### src/hw/ss_sel_pkg.sv
// Constants shared by the start/stop source selector and its helpers.
// Assumes a 32-bit AXI4-Lite register bus and one 100 MHz system clock.
package ss_sel_pkg;

  // Register byte offsets.
  localparam logic [7:0] CTRL_OFS   = 8'h00;
  localparam logic [7:0] STATUS_OFS = 8'h04;
  localparam int         ADDR_W     = 8;

  // Control register fields.
  localparam int         SRC_LSB    = 0;
  localparam int         SRC_W      = 5;
  localparam int         DIRSET_LSB = 8;
  localparam int         DIRSET_W   = 2;

  // Status register fields.
  localparam int         ST_RUN     = 0;
  localparam int         ST_REV     = 1;
  localparam int         ST_VALID   = 2;
  localparam int         ST_LOC     = 3;
  localparam int         ST_DI_LSB  = 8;

  // Reset values of the control fields.
  localparam logic [4:0] SRC_RST    = 5'h00;
  localparam logic [1:0] DIRSET_RST = 2'h3;

  // Source codes.
  localparam logic [4:0] SRC_NONE   = 5'h00;
  localparam logic [4:0] SRC_PANEL  = 5'h08;
  localparam logic [4:0] SRC_FWDREV = 5'h09;
  localparam logic [4:0] SRC_BUS    = 5'h0A;
  localparam logic [4:0] SRC_SCHED1 = 5'h0B;
  localparam logic [4:0] SRC_SCHED4 = 5'h0E;
  localparam logic [4:0] SRC_LINE5  = 5'h14;
  localparam logic [4:0] SRC_L5L4   = 5'h15;
  localparam logic [4:0] SRC_TSTOP  = 5'h16;
  localparam logic [4:0] SRC_TSTART = 5'h17;
  localparam logic [4:0] SRC_CSTOP  = 5'h18;

  // Direction setting codes.
  localparam logic [1:0] DIR_FWD    = 2'h1;
  localparam logic [1:0] DIR_REV    = 2'h2;
  localparam logic [1:0] DIR_REQ    = 2'h3;

  // Fieldbus command word bit positions.
  localparam int         BUS_START_BIT = 0;
  localparam int         BUS_STOP_BIT  = 1;

  // Number of digital input lines and synchroniser depth.
  localparam int         NUM_LINES  = 5;
  localparam int         SYNC_DEPTH = 2;

  // AXI response codes.
  localparam logic [1:0] RESP_OKAY   = 2'h0;
  localparam logic [1:0] RESP_SLVERR = 2'h2;

endpackage : ss_sel_pkg

### src/hw/line_sync.sv
// Two-flop synchronisers for a group of asynchronous input pins.
// Assumes the pins may change at any time relative to sys_clk.
`timescale 1ns/100ps
module line_sync #(
  parameter int WIDTH = 5
) (
  input  wire logic             sys_clk,
  input  wire logic             rst_n,
  input  wire logic [WIDTH-1:0] pin_in,
  output logic      [WIDTH-1:0] pin_sync
);

  // One chain per line; the first stage feeds only the second.
  genvar i;
  generate
    for (i = 0; i < WIDTH; i++) begin : g_line
      logic meta_r;
      logic sync_r;
      always_ff @(posedge sys_clk) begin
        if (!rst_n) begin
          meta_r <= 1'b0;
          sync_r <= 1'b0;
        end else begin
          meta_r <= pin_in[i];
          sync_r <= meta_r;
        end
      end
      assign pin_sync[i] = sync_r;
    end
  endgenerate

endmodule : line_sync

### src/hw/run_hold.sv
// Bank of set/clear run latches, one per latched start/stop source.
// Assumes set and clear come from logic on sys_clk.
`timescale 1ns/100ps
module run_hold #(
  parameter int N = 3
) (
  input  wire logic         sys_clk,
  input  wire logic         rst_n,
  input  wire logic [N-1:0] sel,
  input  wire logic [N-1:0] set,
  input  wire logic [N-1:0] clr,
  output logic      [N-1:0] hold
);

  // Clear wins over set so a stop is never missed; a deselected
  // latch is forced low so a stale run cannot survive a source change.
  genvar i;
  generate
    for (i = 0; i < N; i++) begin : g_hold
      logic hold_r;
      always_ff @(posedge sys_clk) begin
        if (!rst_n || !sel[i] || clr[i]) begin
          hold_r <= 1'b0;
        end else if (set[i]) begin
          hold_r <= 1'b1;
        end
      end
      assign hold[i] = hold_r;
    end
  endgenerate

endmodule : run_hold

### src/hw/start_stop_source_selector.sv
// Start/stop/direction source selector for the first external control location.
// Assumes AXI4-Lite on sys_clk, digital input lines straight from pins, and
// panel, fieldbus, schedule, timer and counter signals from logic on sys_clk.
//
// Notes on behaviour
// - Source 8 with location one active takes run, stop, direction from panel.
// - Panel direction requests count only when direction setting is request.
// - Source 9 with request setting: line one only forward, line two only reverse, else stop.
// - Source 10: start and stop from bus command word one bits 0 and 1.
// - Sources 11 to 14 run while the matching scheduled function is active.
// - Source 20: run while line five high, forward unless setting is fixed reverse.
// - Source 21: line five runs, line four reverse only with request setting.
// - Source 22: start on timer start signal, stop when timer delay elapses.
// - Source 23: start when timer delay elapses, stop on timer reset.
// - Source 24: start on counter start signal, stop past counter limit.
// - Source 0 selects nothing, so no command is produced.
// - Direction setting: 1 fixed forward, 2 fixed reverse, 3 selectable.
`timescale 1ns/100ps
module start_stop_source_selector (
  input  wire logic        sys_clk,
  input  wire logic        rst_n,
  // AXI4-Lite slave.
  input  wire logic [7:0]  s_axi_awaddr,
  input  wire logic        s_axi_awvalid,
  output logic             s_axi_awready,
  input  wire logic [31:0] s_axi_wdata,
  input  wire logic [3:0]  s_axi_wstrb,
  input  wire logic        s_axi_wvalid,
  output logic             s_axi_wready,
  output logic [1:0]       s_axi_bresp,
  output logic             s_axi_bvalid,
  input  wire logic        s_axi_bready,
  input  wire logic [7:0]  s_axi_araddr,
  input  wire logic        s_axi_arvalid,
  output logic             s_axi_arready,
  output logic [31:0]      s_axi_rdata,
  output logic [1:0]       s_axi_rresp,
  output logic             s_axi_rvalid,
  input  wire logic        s_axi_rready,
  // Digital input pins one to five, bit 0 is line one.
  input  wire logic [4:0]  input_lines,
  // Location and panel.
  input  wire logic        external_location_one,
  input  wire logic        panel_start,
  input  wire logic        panel_stop,
  input  wire logic        panel_reverse_req,
  // Fieldbus, schedule, timer and counter helpers.
  input  wire logic [15:0] bus_command_word_one,
  input  wire logic [3:0]  scheduled_function,
  input  wire logic        timer_start_sig,
  input  wire logic        timer_elapsed,
  input  wire logic        timer_reset,
  input  wire logic        count_run_signal,
  input  wire logic        count_over_limit,
  // Commands to the motor control core.
  output logic             run_cmd,
  output logic             reverse_cmd,
  output logic             source_valid
);

  // Registers.
  // Every command output is a flip-flop, so the core
  // never sees a decode glitch when the code changes.
  // Bus channel state sits beside its own channel.
  logic [4:0]  src_r;
  logic [1:0]  dirset_r;
  logic        run_r;
  logic        reverse_r;
  logic        valid_r;

  // Write channel state.
  logic        aw_held_r;
  logic [7:0]  awaddr_r;
  logic        w_held_r;
  logic [31:0] wdata_r;
  logic [3:0]  wstrb_r;
  logic        bvalid_r;
  logic [1:0]  bresp_r;

  // Read channel state.
  logic        rvalid_r;
  logic [31:0] rdata_r;
  logic [1:0]  rresp_r;

  // Input synchronisers for the pin inputs.
  // Only the pin lines come from outside this clock domain.
  // The other inputs already run on sys_clk.
  // The two stages cost two cycles on every line source.
  logic [4:0]  lines_s;

  line_sync #(
    .WIDTH (ss_sel_pkg::NUM_LINES)
  ) u_line_sync (
    .sys_clk  (sys_clk),
    .rst_n    (rst_n),
    .pin_in   (input_lines),
    .pin_sync (lines_s)
  );

  // Named views of the synchronised lines.
  wire line_one  = lines_s[0];
  wire line_two  = lines_s[1];
  wire line_four = lines_s[3];
  wire line_five = lines_s[4];

  // Source decode. Exactly one of these is high for a valid code.
  // Each select is a plain compare on the stored code, so
  // two sources can never be active together.
  // Uncovered codes fall through and act as no source.
  wire sel_none   = (src_r == ss_sel_pkg::SRC_NONE);
  wire sel_panel  = (src_r == ss_sel_pkg::SRC_PANEL);
  wire sel_fwdrev = (src_r == ss_sel_pkg::SRC_FWDREV);
  wire sel_bus    = (src_r == ss_sel_pkg::SRC_BUS);
  wire sel_sched  = (src_r >= ss_sel_pkg::SRC_SCHED1) &&
                    (src_r <= ss_sel_pkg::SRC_SCHED4);
  wire sel_line5  = (src_r == ss_sel_pkg::SRC_LINE5);
  wire sel_l5l4   = (src_r == ss_sel_pkg::SRC_L5L4);
  wire sel_tstop  = (src_r == ss_sel_pkg::SRC_TSTOP);
  wire sel_tstart = (src_r == ss_sel_pkg::SRC_TSTART);
  wire sel_cstop  = (src_r == ss_sel_pkg::SRC_CSTOP);

  // Codes outside the covered set produce no command, like code 0.
  wire sel_known  = sel_panel | sel_fwdrev | sel_bus | sel_sched | sel_line5 |
                    sel_l5l4 | sel_tstop | sel_tstart | sel_cstop;

  // Index of the scheduled function for codes 11..14.
  wire [4:0] sched_ofs = src_r - ss_sel_pkg::SRC_SCHED1;
  wire [1:0] sched_idx = sched_ofs[1:0];

  // Latched sources: panel, timer stop, timer start, counter stop.
  // A latch only listens while its own source is selected.
  // These sources give events, not levels, so the run
  // state is held here between a start and its stop.
  // Clearing on deselect stops a stale run returning.
  logic [3:0] hold_sel;
  logic [3:0] hold_set;
  logic [3:0] hold_clr;
  logic [3:0] hold_q;

  // The panel latch also drops when location one goes inactive.
  assign hold_sel = {sel_cstop, sel_tstart, sel_tstop,
                     sel_panel & external_location_one};
  assign hold_set = {count_run_signal, timer_elapsed,
                     timer_start_sig, panel_start};
  assign hold_clr = {count_over_limit, timer_reset,
                     timer_elapsed, panel_stop};

  run_hold #(
    .N (4)
  ) u_run_hold (
    .sys_clk (sys_clk),
    .rst_n   (rst_n),
    .sel     (hold_sel),
    .set     (hold_set),
    .clr     (hold_clr),
    .hold    (hold_q)
  );

  // Run request per source, then one selected by the source code.
  // An AND-OR mux keeps unselected sources at zero.
  // A source that is not selected cannot reach the core.
  // Levels pass straight through; only the output is registered.
  wire run_fwdrev = line_one ^ line_two;
  wire bus_run    = bus_command_word_one[ss_sel_pkg::BUS_START_BIT] &
                    ~bus_command_word_one[ss_sel_pkg::BUS_STOP_BIT];
  wire sched_run  = scheduled_function[sched_idx];

  // Only the selected source reaches the run request.
  wire run_req = (sel_panel  & hold_q[0]) |
                 (sel_fwdrev & run_fwdrev) |
                 (sel_bus    & bus_run) |
                 (sel_sched  & sched_run) |
                 (sel_line5  & line_five) |
                 (sel_l5l4   & line_five) |
                 (sel_tstop  & hold_q[1]) |
                 (sel_tstart & hold_q[2]) |
                 (sel_cstop  & hold_q[3]);

  // Direction. Sources with a direction input raise a reverse request;
  // it is honoured only under the request setting. Otherwise the
  // setting fixes direction, with request meaning forward.
  // A fixed reverse setting applies to every source.
  // Direction is shown only while a source is active.
  // Source 9 outside the request setting runs in the fixed direction.
  wire dir_is_req = (dirset_r == ss_sel_pkg::DIR_REQ);
  wire dir_is_rev = (dirset_r == ss_sel_pkg::DIR_REV);

  // Source 9 needs the request setting for line two to reverse; software keeps it so.
  wire rev_req = (sel_panel  & panel_reverse_req) |
                 (sel_fwdrev & line_two & ~line_one) |
                 (sel_l5l4   & line_four);

  // Fixed sources (20, schedules, bus, timers, counter) see forward
  // unless the setting itself is fixed reverse.
  wire reverse_nxt = dir_is_req ? rev_req : dir_is_rev;

  // Whole command is gated by the location and by a valid source.
  wire active_nxt  = external_location_one & sel_known & ~sel_none;
  wire run_nxt     = active_nxt & run_req;

  // Command outputs are registered so the core sees clean levels.
  always_ff @(posedge sys_clk) begin
    if (!rst_n) begin
      run_r     <= 1'b0;
      reverse_r <= 1'b0;
      valid_r   <= 1'b0;
    end else begin
      run_r     <= run_nxt;
      reverse_r <= active_nxt & reverse_nxt;
      valid_r   <= active_nxt;
    end
  end

  assign run_cmd      = run_r;
  assign reverse_cmd  = reverse_r;
  assign source_valid = valid_r;

  // AXI4-Lite write path. Address and data are taken in either order
  // and held until both are present; the response follows one cycle
  // after the second of them.
  // Both readies stay low while a response waits, so a
  // new write cannot overtake an unread answer.
  // Only the control word is writable.
  // Status writes answer with an error and change nothing.
  wire aw_take  = s_axi_awvalid & s_axi_awready;
  wire w_take   = s_axi_wvalid & s_axi_wready;
  wire aw_have  = aw_held_r | aw_take;
  wire w_have   = w_held_r | w_take;
  wire [7:0]  wr_addr = aw_held_r ? awaddr_r : s_axi_awaddr;
  wire [31:0] wr_data = w_held_r ? wdata_r : s_axi_wdata;
  wire [3:0]  wr_strb = w_held_r ? wstrb_r : s_axi_wstrb;
  wire wr_fire  = aw_have & w_have & ~bvalid_r;
  wire wr_ctrl  = wr_fire & (wr_addr == ss_sel_pkg::CTRL_OFS);
  wire wr_stat  = wr_fire & (wr_addr == ss_sel_pkg::STATUS_OFS);
  wire wr_known = wr_ctrl | wr_stat;

  assign s_axi_awready = ~aw_held_r & ~bvalid_r;
  assign s_axi_wready  = ~w_held_r & ~bvalid_r;
  assign s_axi_bvalid  = bvalid_r;
  assign s_axi_bresp   = bresp_r;

  // Control fields after a byte-masked write.
  wire [4:0] src_nxt    = wr_strb[0] ? wr_data[ss_sel_pkg::SRC_LSB +: ss_sel_pkg::SRC_W] : src_r;
  wire [1:0] dirset_nxt = wr_strb[1] ? wr_data[ss_sel_pkg::DIRSET_LSB +: ss_sel_pkg::DIRSET_W]
                                     : dirset_r;

  // Holding registers for a half-arrived write.
  always_ff @(posedge sys_clk) begin
    if (!rst_n) begin
      aw_held_r <= 1'b0;
      w_held_r  <= 1'b0;
      awaddr_r  <= 8'h00;
      wdata_r   <= 32'h0000_0000;
      wstrb_r   <= 4'h0;
    end else begin
      aw_held_r <= aw_have & ~wr_fire;
      w_held_r  <= w_have & ~wr_fire;
      if (aw_take) begin
        awaddr_r <= s_axi_awaddr;
      end
      if (w_take) begin
        wdata_r <= s_axi_wdata;
        wstrb_r <= s_axi_wstrb;
      end
    end
  end

  // Write response; status is read-only and answers with an error.
  always_ff @(posedge sys_clk) begin
    if (!rst_n) begin
      bvalid_r <= 1'b0;
      bresp_r  <= ss_sel_pkg::RESP_OKAY;
    end else if (wr_fire) begin
      bvalid_r <= 1'b1;
      bresp_r  <= wr_ctrl ? ss_sel_pkg::RESP_OKAY : ss_sel_pkg::RESP_SLVERR;
    end else if (s_axi_bready) begin
      bvalid_r <= 1'b0;
    end
  end

  // Control register. A new source code takes effect on the next
  // cycle and drops every latched run of the old source.
  always_ff @(posedge sys_clk) begin
    if (!rst_n) begin
      src_r    <= ss_sel_pkg::SRC_RST;
      dirset_r <= ss_sel_pkg::DIRSET_RST;
    end else if (wr_ctrl) begin
      src_r    <= src_nxt;
      dirset_r <= dirset_nxt;
    end
  end

  // AXI4-Lite read path. One read at a time, answered next cycle.
  // Read data are a snapshot taken at acceptance.
  // Unmapped offsets answer with an error and zero data.
  // Waiting answers hold until the master takes them.
  wire ar_take = s_axi_arvalid & s_axi_arready;
  wire rd_ctrl = (s_axi_araddr == ss_sel_pkg::CTRL_OFS);
  wire rd_stat = (s_axi_araddr == ss_sel_pkg::STATUS_OFS);

  // Status word shows the block's live command and the sampled lines.
  logic [31:0] ctrl_word;
  logic [31:0] stat_word;
  always_comb begin
    ctrl_word = 32'h0000_0000;
    ctrl_word[ss_sel_pkg::SRC_LSB +: ss_sel_pkg::SRC_W]       = src_r;
    ctrl_word[ss_sel_pkg::DIRSET_LSB +: ss_sel_pkg::DIRSET_W] = dirset_r;
    stat_word = 32'h0000_0000;
    stat_word[ss_sel_pkg::ST_RUN]   = run_r;
    stat_word[ss_sel_pkg::ST_REV]   = reverse_r;
    stat_word[ss_sel_pkg::ST_VALID] = valid_r;
    stat_word[ss_sel_pkg::ST_LOC]   = external_location_one;
    stat_word[ss_sel_pkg::ST_DI_LSB +: ss_sel_pkg::NUM_LINES] = lines_s;
  end

  wire [31:0] rd_word = rd_ctrl ? ctrl_word : (rd_stat ? stat_word : 32'h0000_0000);
  wire [1:0]  rd_resp = (rd_ctrl | rd_stat) ? ss_sel_pkg::RESP_OKAY : ss_sel_pkg::RESP_SLVERR;

  assign s_axi_arready = ~rvalid_r;
  assign s_axi_rvalid  = rvalid_r;
  assign s_axi_rdata   = rdata_r;
  assign s_axi_rresp   = rresp_r;

  // Read data is captured at acceptance and held until taken.
  always_ff @(posedge sys_clk) begin
    if (!rst_n) begin
      rvalid_r <= 1'b0;
      rdata_r  <= 32'h0000_0000;
      rresp_r  <= ss_sel_pkg::RESP_OKAY;
    end else if (ar_take) begin
      rvalid_r <= 1'b1;
      rdata_r  <= rd_word;
      rresp_r  <= rd_resp;
    end else if (s_axi_rready) begin
      rvalid_r <= 1'b0;
    end
  end

endmodule : start_stop_source_selector

### config.mk
export PLATFORM = sky130hd
export DESIGN_NAME = start_stop_source_selector
export DESIGN_NICKNAME = d
export VERILOG_FILES = /design/src/hw/ss_sel_pkg.sv /design/src/hw/line_sync.sv /design/src/hw/run_hold.sv /design/src/hw/start_stop_source_selector.sv
export SDC_FILE = /design/constraint.sdc
export NUM_CORES = 1
export LEC_CHECK = 0
export BUFFER_PORTS_ARGS = -buffer_cell sky130_fd_sc_hd__buf_4
export CAP_MARGIN = 20
export CORE_ASPECT_RATIO = 2
export CORE_UTILIZATION = 40
export DETAILED_ROUTE_END_ITERATION = 7
export GPL_ROUTABILITY_DRIVEN = 1
export PLACE_DENSITY_LB_ADDON = 0.3
export RECOVER_POWER = 50
export SYNTH_ARGS = -nofsm -noshare
export SYNTH_HDL_FRONTEND = slang
export SYNTH_SLANG_ARGS = --single-unit
### constraint.sdc
create_clock -name sys_clk -period 2.9 [get_ports sys_clk]
set_input_delay 0.145 -clock sys_clk [delete_from_list [all_inputs] [get_ports sys_clk]]
set_output_delay 0.145 -clock sys_clk [all_outputs]
set_load 0.01 [all_outputs]
After elaboration in Yosys (flattened, before gate mapping)

Cells that the tools add are included.

Bits of input ports: 93
Logic and storage cells: 138
Output and inout bits: 44
Register bits: 84

Reductions and logical operators: 21
Mux-type cells: 14
Magnitude comparators: 3
Bitwise logic cells: 59
Add/sub/neg operators: 1
Equal/unequal tests: 11

Operator list:

| operator            | number |
|---|---|
| $and 1x1->1         | 29 |
| $mux 13             | 2 |
| $eq 5x5->1 const B  | 5 |
| $or 1x1->1          | 21 |
| $logic_not 8->1     | 2 |
| $eq 5x4->1 const B  | 3 |
| $mux 10             | 1 |
| $eq 8x3->1 const B  | 1 |
| $logic_or 1x1->1    | 8 |
| $mux 8              | 1 |
| $not 1->1           | 8 |
| $mux 1              | 6 |
| $mux 2              | 3 |
| $ge 5x4->1 const B  | 1 |
| $le 5x4->1 const B  | 1 |
| $logic_not 1->1     | 5 |
| $logic_not 5->1     | 1 |
| $eq 2x2->1 const B  | 2 |
| $reduce_and 2->1    | 2 |
| $reduce_bool 2->1   | 2 |
| $lt 2x3->1 const B  | 1 |
| $bmux 1 s2          | 1 |
| $sub 2x2->2 const B | 1 |
| $logic_and 1x1->1   | 1 |
| $xor 1x1->1         | 1 |

Logic depth before layout (Yosys ltp)

Word-level depth: 12
Depth in mapped cells: 7
Gate-level depth less buffers: 6

Hierarchy

From an unflattened synthesis, not the netlist that was laid out.

Cells, all modules: 314
Area, all modules: 2782.7 um2

Modules (own cells, without submodules):

| module                     | cells each | sequential area each (um2) | area an instance (um2) | times used |
|---|---|---|---|---|
| start_stop_source_selector | 269        | 860.8                      | 2302.2                 | 1 |
| line_sync                  | 25         | 200.2                      | 300.3                  | 1 |
| run_hold                   | 20         | 80.1                       | 180.2                  | 1 |

Worst setup path after synthesis

Ideal clock, no wire load.

Kind: reg-to-reg
Start point: register src_r[0]
End point: register run_r, in the netlist run_cmd
Data required time: 2.776 ns
Path slack: 1.258 ns
Arrival time: 1.518 ns
Cell stages (with the launch flop): 7
Setup time: 0.124 ns
Buffers on the path: 1
Period minus slack after synthesis: 1.642 ns
Path through: dfxtp_1 > inv_1 > ha_1 > clkbuf_1 > a221o_1 > a221oi_1 > a21oi_1

Word-level cells in the longest chain between the ends: 12
Elaborated cells between the ends (all ways): 44
Those cells by class: add/sub: 1; order compare: 2; eq/ne: 8; mux: 2; bitwise: 29; reduce/logical: 2

Ends and longest elaborated chain:

| item                                                 | line                              | RTL |
|---|---|---|
| from (decl)                                          | start_stop_source_selector.sv:65  | `logic [4:0] src_r;` |
| from (signal assigned)                               | start_stop_source_selector.sv:285 | `src_r <= ss_sel_pkg::SRC_RST;` |
| from (signal assigned)                               | start_stop_source_selector.sv:288 | `src_r <= src_nxt;` |
| branches (longest 11 deep; another with $sub 2x2->2) | --                                |  |
| $and 1x1->1 *                                        | start_stop_source_selector.sv:199 | `wire run_nxt = active_nxt & run_req;` |
| to (signal assigned)                                 | start_stop_source_selector.sv:208 | `run_r <= run_nxt;` |
| to (decl)                                            | start_stop_source_selector.sv:67  | `logic run_r;` |

Mark *: on every way between the ends. The select of a mux whose other input is x is not followed.
A chain may end at the register's enable or synchronous reset.

Worst setup path in the final report

Start point: register w_held_r
End point: register dirset_r[1]

Word-level cells in the longest chain between the ends: 8
Elaborated cells between the ends (all ways): 10
Those cells by class: mux: 2; bitwise: 7; reduce/logical: 1

Ends and longest elaborated chain:

| item                              | line                              | RTL |
|---|---|---|
| from (decl)                       | start_stop_source_selector.sv:74  | `logic w_held_r;` |
| from (signal assigned)            | start_stop_source_selector.sv:257 | `w_held_r <= w_have & ~wr_fire;` |
| $not 1->1                         | start_stop_source_selector.sv:238 | `assign s_axi_wready = ~w_held_r & ~bvalid_r;` |
| $and 1x1->1                       | start_stop_source_selector.sv:238 |  |
| $and 1x1->1                       | start_stop_source_selector.sv:226 | `wire w_take = s_axi_wvalid & s_axi_wready;` |
| $or 1x1->1                        | start_stop_source_selector.sv:228 | `wire w_have = w_held_r \| w_take;` |
| $and 1x1->1 (2 in series)         | start_stop_source_selector.sv:232 | `wire wr_fire = aw_have & w_have & ~bvalid_r;` |
| $and 1x1->1                       | start_stop_source_selector.sv:233 | `wire wr_ctrl = wr_fire & (wr_addr == ss_sel_pkg::CTRL_OFS);` |
| $reduce_and 2->1 (no source line) | --                                |  |
| to (signal assigned)              | start_stop_source_selector.sv:286 | `dirset_r <= ss_sel_pkg::DIRSET_RST;` |
| to (signal assigned)              | start_stop_source_selector.sv:289 | `dirset_r <= dirset_nxt;` |
| to (decl)                         | start_stop_source_selector.sv:66  | `logic [1:0] dirset_r;` |

Parallel ways exist; a longest one is shown, timed or not.

==> flow_metrics.tcl <==
set metrics [dict create \
    place.gp.congestion 0.842 \
    antenna_left 0 \
    finalCriticalPeriod_ns 1.93 \
    dp.cells 431 \
    mostFrequentLayoutCells "dfxtp_1, buf_4, nor2b_1" \
    hold_buffers 4 \
    clock_skew_ns 0.00529 \
    numClockSinks 57 \
    grt_max_degree 61 \
    power_frac_comb 0.099 \
    cts_made_buffers 9 \
    slew_headroom 0.609 \
    ir_drop_uv 657 \
    cp_slowest_cell "dfxtp_1" \
    syn_area_mm2 0.00275 \
    reg2reg_setup_slack_ns 0.97 \
    via_count 2165 \
    syn2layout_area_growth_pct 28.6 \
    worst-setup-path-type "reg -> reg" \
    p_sw_frac 0.212 \
    r2r_start "w_held_r" \
    post_cts_resize_count 0 \
    yosysUniqueCellTypes 47 \
    cap_violations 0 \
    internal-power_mw 1.80 \
    num-nets-final 455 \
    fmax_ghz 0.519 \
    core_region_area_mm2 0.00662 \
    drtIter0Drc 55 \
    end_kind "flop" \
    synth-async-reset-ratio 0 \
    arrival_ns 2.13 \
    grt_pass1_vias 2112 \
    wirelength_um 6000 \
    clock_latency_ns 0.32 \
    r2r-end "dirset_r[1]" \
    setup_viol 0 \
    synth_flop_cell "dfxtp_1" \
    fp.dieH_um 119 \
    route.detailed.drc 0 \
    grt_pass1_wl_um 9490 \
    antenna_found_initial 0 \
    worstSetupStartpointType "flop" \
    rows 42 \
    cts_tree "yes" \
    dr.pass1.iters 4 \
    tightestPinTransition_ns 0.586 \
    p_leak_nw 1.50 \
    post-cts-setup-buffers 0 \
    synth_area_per_cell_um2 9.59 \
    clock_path_buffers 2 \
    synth_edf_count 0 \
    antennaDiodeCount 0 \
    crit_buf_inv 0 \
    fin_cells 451 \
    ys_ff_latch 57 \
    required_ns 3.11 \
    cp_slowest_stage_delay_ns 0.66 \
    power_frac_seq 0.370 \
    clkPwrFrac 0.531 \
    outcome "finished, final reports clean" \
    p_switching_mw 0.483 \
    rsz0062_at_grt "false" \
    gr-total-overflow 0 \
    die-area_mm2 0.00723 \
    critPathMaxFanout 12 \
    start_util 0.416 \
    hold_start "input_lines[2]" \
    hold_viol 0 \
    clockRootBuffer "clkbuf_16" \
    hold_depth 2 \
    ios 137 \
    die_w_um 60.6 \
    cp_cell_sequence "o21bai_1, or2_1, a211oi_2, mux2_2" \
    syn_inst 287 \
    drive_gt1_frac 0.229 \
    min_path_type "in -> reg" \
    min_period_over_period 0.665 \
    worstRegToRegCells 4 \
    numPortBuffers 71 \
    min_to "u_line_sync.g_line[2].meta_r" \
    path_delay_family "flip-flops" \
    power_density_mw_per_mm2 644 \
    finalSetupTns_ns 0 \
    viasPerCell 4.80 \
    synth-seq-area-share 0.415 \
    wl_per_cell_um 13.3 \
    clkTransAtPathRegs_ns 0.05 \
    ys_warn_count 0 \
    drv_slew 0 \
    final_common_cell "dfxtp_1" \
    htreeDepth 3 \
    dp.final_hpwl_um 4440 \
    design_power_total_mw 2.28 \
    grt_usage 0.181 \
]
registers in the layout (all words and copies together), names as in the netlist, 2 cells and up:
signal / flops
s_axi_rdata: 10
u_run_hold.g_hold.hold_r: 4
src_r: 5
awaddr_r: 8
dirset_r: 2
wdata_r: 7
u_line_sync.g_line.meta_r: 5
u_line_sync.g_line.sync_r: 5
wstrb_r: 2
per-stage QoR:
step,hold slack [ns],setup slack (ns),util,area (µm²)
after floorplan,0.222,1.26,-,2840
final,0.0360,0.973,0.535,3540
after CTS,0.0246,0.958,0.546,3610
after global placement,0.310,0.984,0.488,3230
after global routing,0.0366,0.835,0.535,3540
after detailed placement,0.312,0.996,0.488,3230
power by group through the flow:
stage               clock [mW]  combinational, mW  sequential [mW]
floorplan                    0              0.165            0.850
global placement             0              0.227            0.858
detailed placement           0              0.231            0.860
CTS                       1.23              0.237            0.844
global route              1.26              0.253            0.848
finish                    1.21              0.227            0.843
per-layer routing:
layer,GRT usage,routed length (µm)
met1,0.175,2140
met2,0.323,3430
met3,0.0510,263
met4,0.101,172
met5,0,0
area by class of cell:
| type | instances | area, µm² |
|---|---|---|
| clock buffers | 11 | 243 |
| clock inverters | 5 | 103 |
| fillers | 650 | 3080 |
| inverters | 10 | 37.5 |
| multi-input cells | 204 | 1400 |
| flip-flops and latches | 57 | 1140 |
| well taps | 88 | 110 |
| repair buffers | 76 | 505 |
kinds of logic after synthesis:
logic type | Yosys count | share of synthesized area
compound gates | 35 | 0.0973
xor+xnor | 1 | 0.00318
fa+ha+maj | 4 | 0.0182
buf+inv | 49 | 0.108
flops | 57 | 0.415
mux | 37 | 0.144
other cells | 1 | 0.00136
simple gates | 103 | 0.214
cells in the mapped netlist (2+ instances only):
cell	number	area share
dfxtp_1	57	0.41
nor2b_1	28	0.064
mux2i_1	26	0.095
nand2_1	25	0.034
buf_4	24	0.065
and2_1	12	0.027
nor2_1	12	0.016
inv_1	10	0.014
mux2_2	10	0.041
o21ai_0	8	0.015
a22oi_1	7	0.019
clkbuf_1	7	0.0096
buf_2	6	0.011
a32oi_1	4	0.013
ha_1	4	0.018
nand3_1	4	0.0073
nor4b_1	4	0.013
nand2b_1	3	0.0068
a211o_1	2	0.0064
a21oi_1	2	0.0036
and3b_1	2	0.0064
buf_6	2	0.0082
nor3_1	2	0.0036
nor3b_1	2	0.0055
nor4_1	2	0.0045
worst max path at each step:
stage / from / endpoint / cells past startpoint / slack, ns
after floorplan: src_r[0] / run_cmd / 6 / 1.26
after global placement: w_held_r / dirset_r[0] / 4 / 0.98
after detailed placement: w_held_r / dirset_r[0] / 4 / 1.0
after CTS: w_held_r / dirset_r[1] / 4 / 0.96
after global routing: w_held_r / dirset_r[0] / 4 / 0.83
final: w_held_r / dirset_r[1] / 4 / 0.97
No activity file was read; power rests on OpenSTA's default activity.
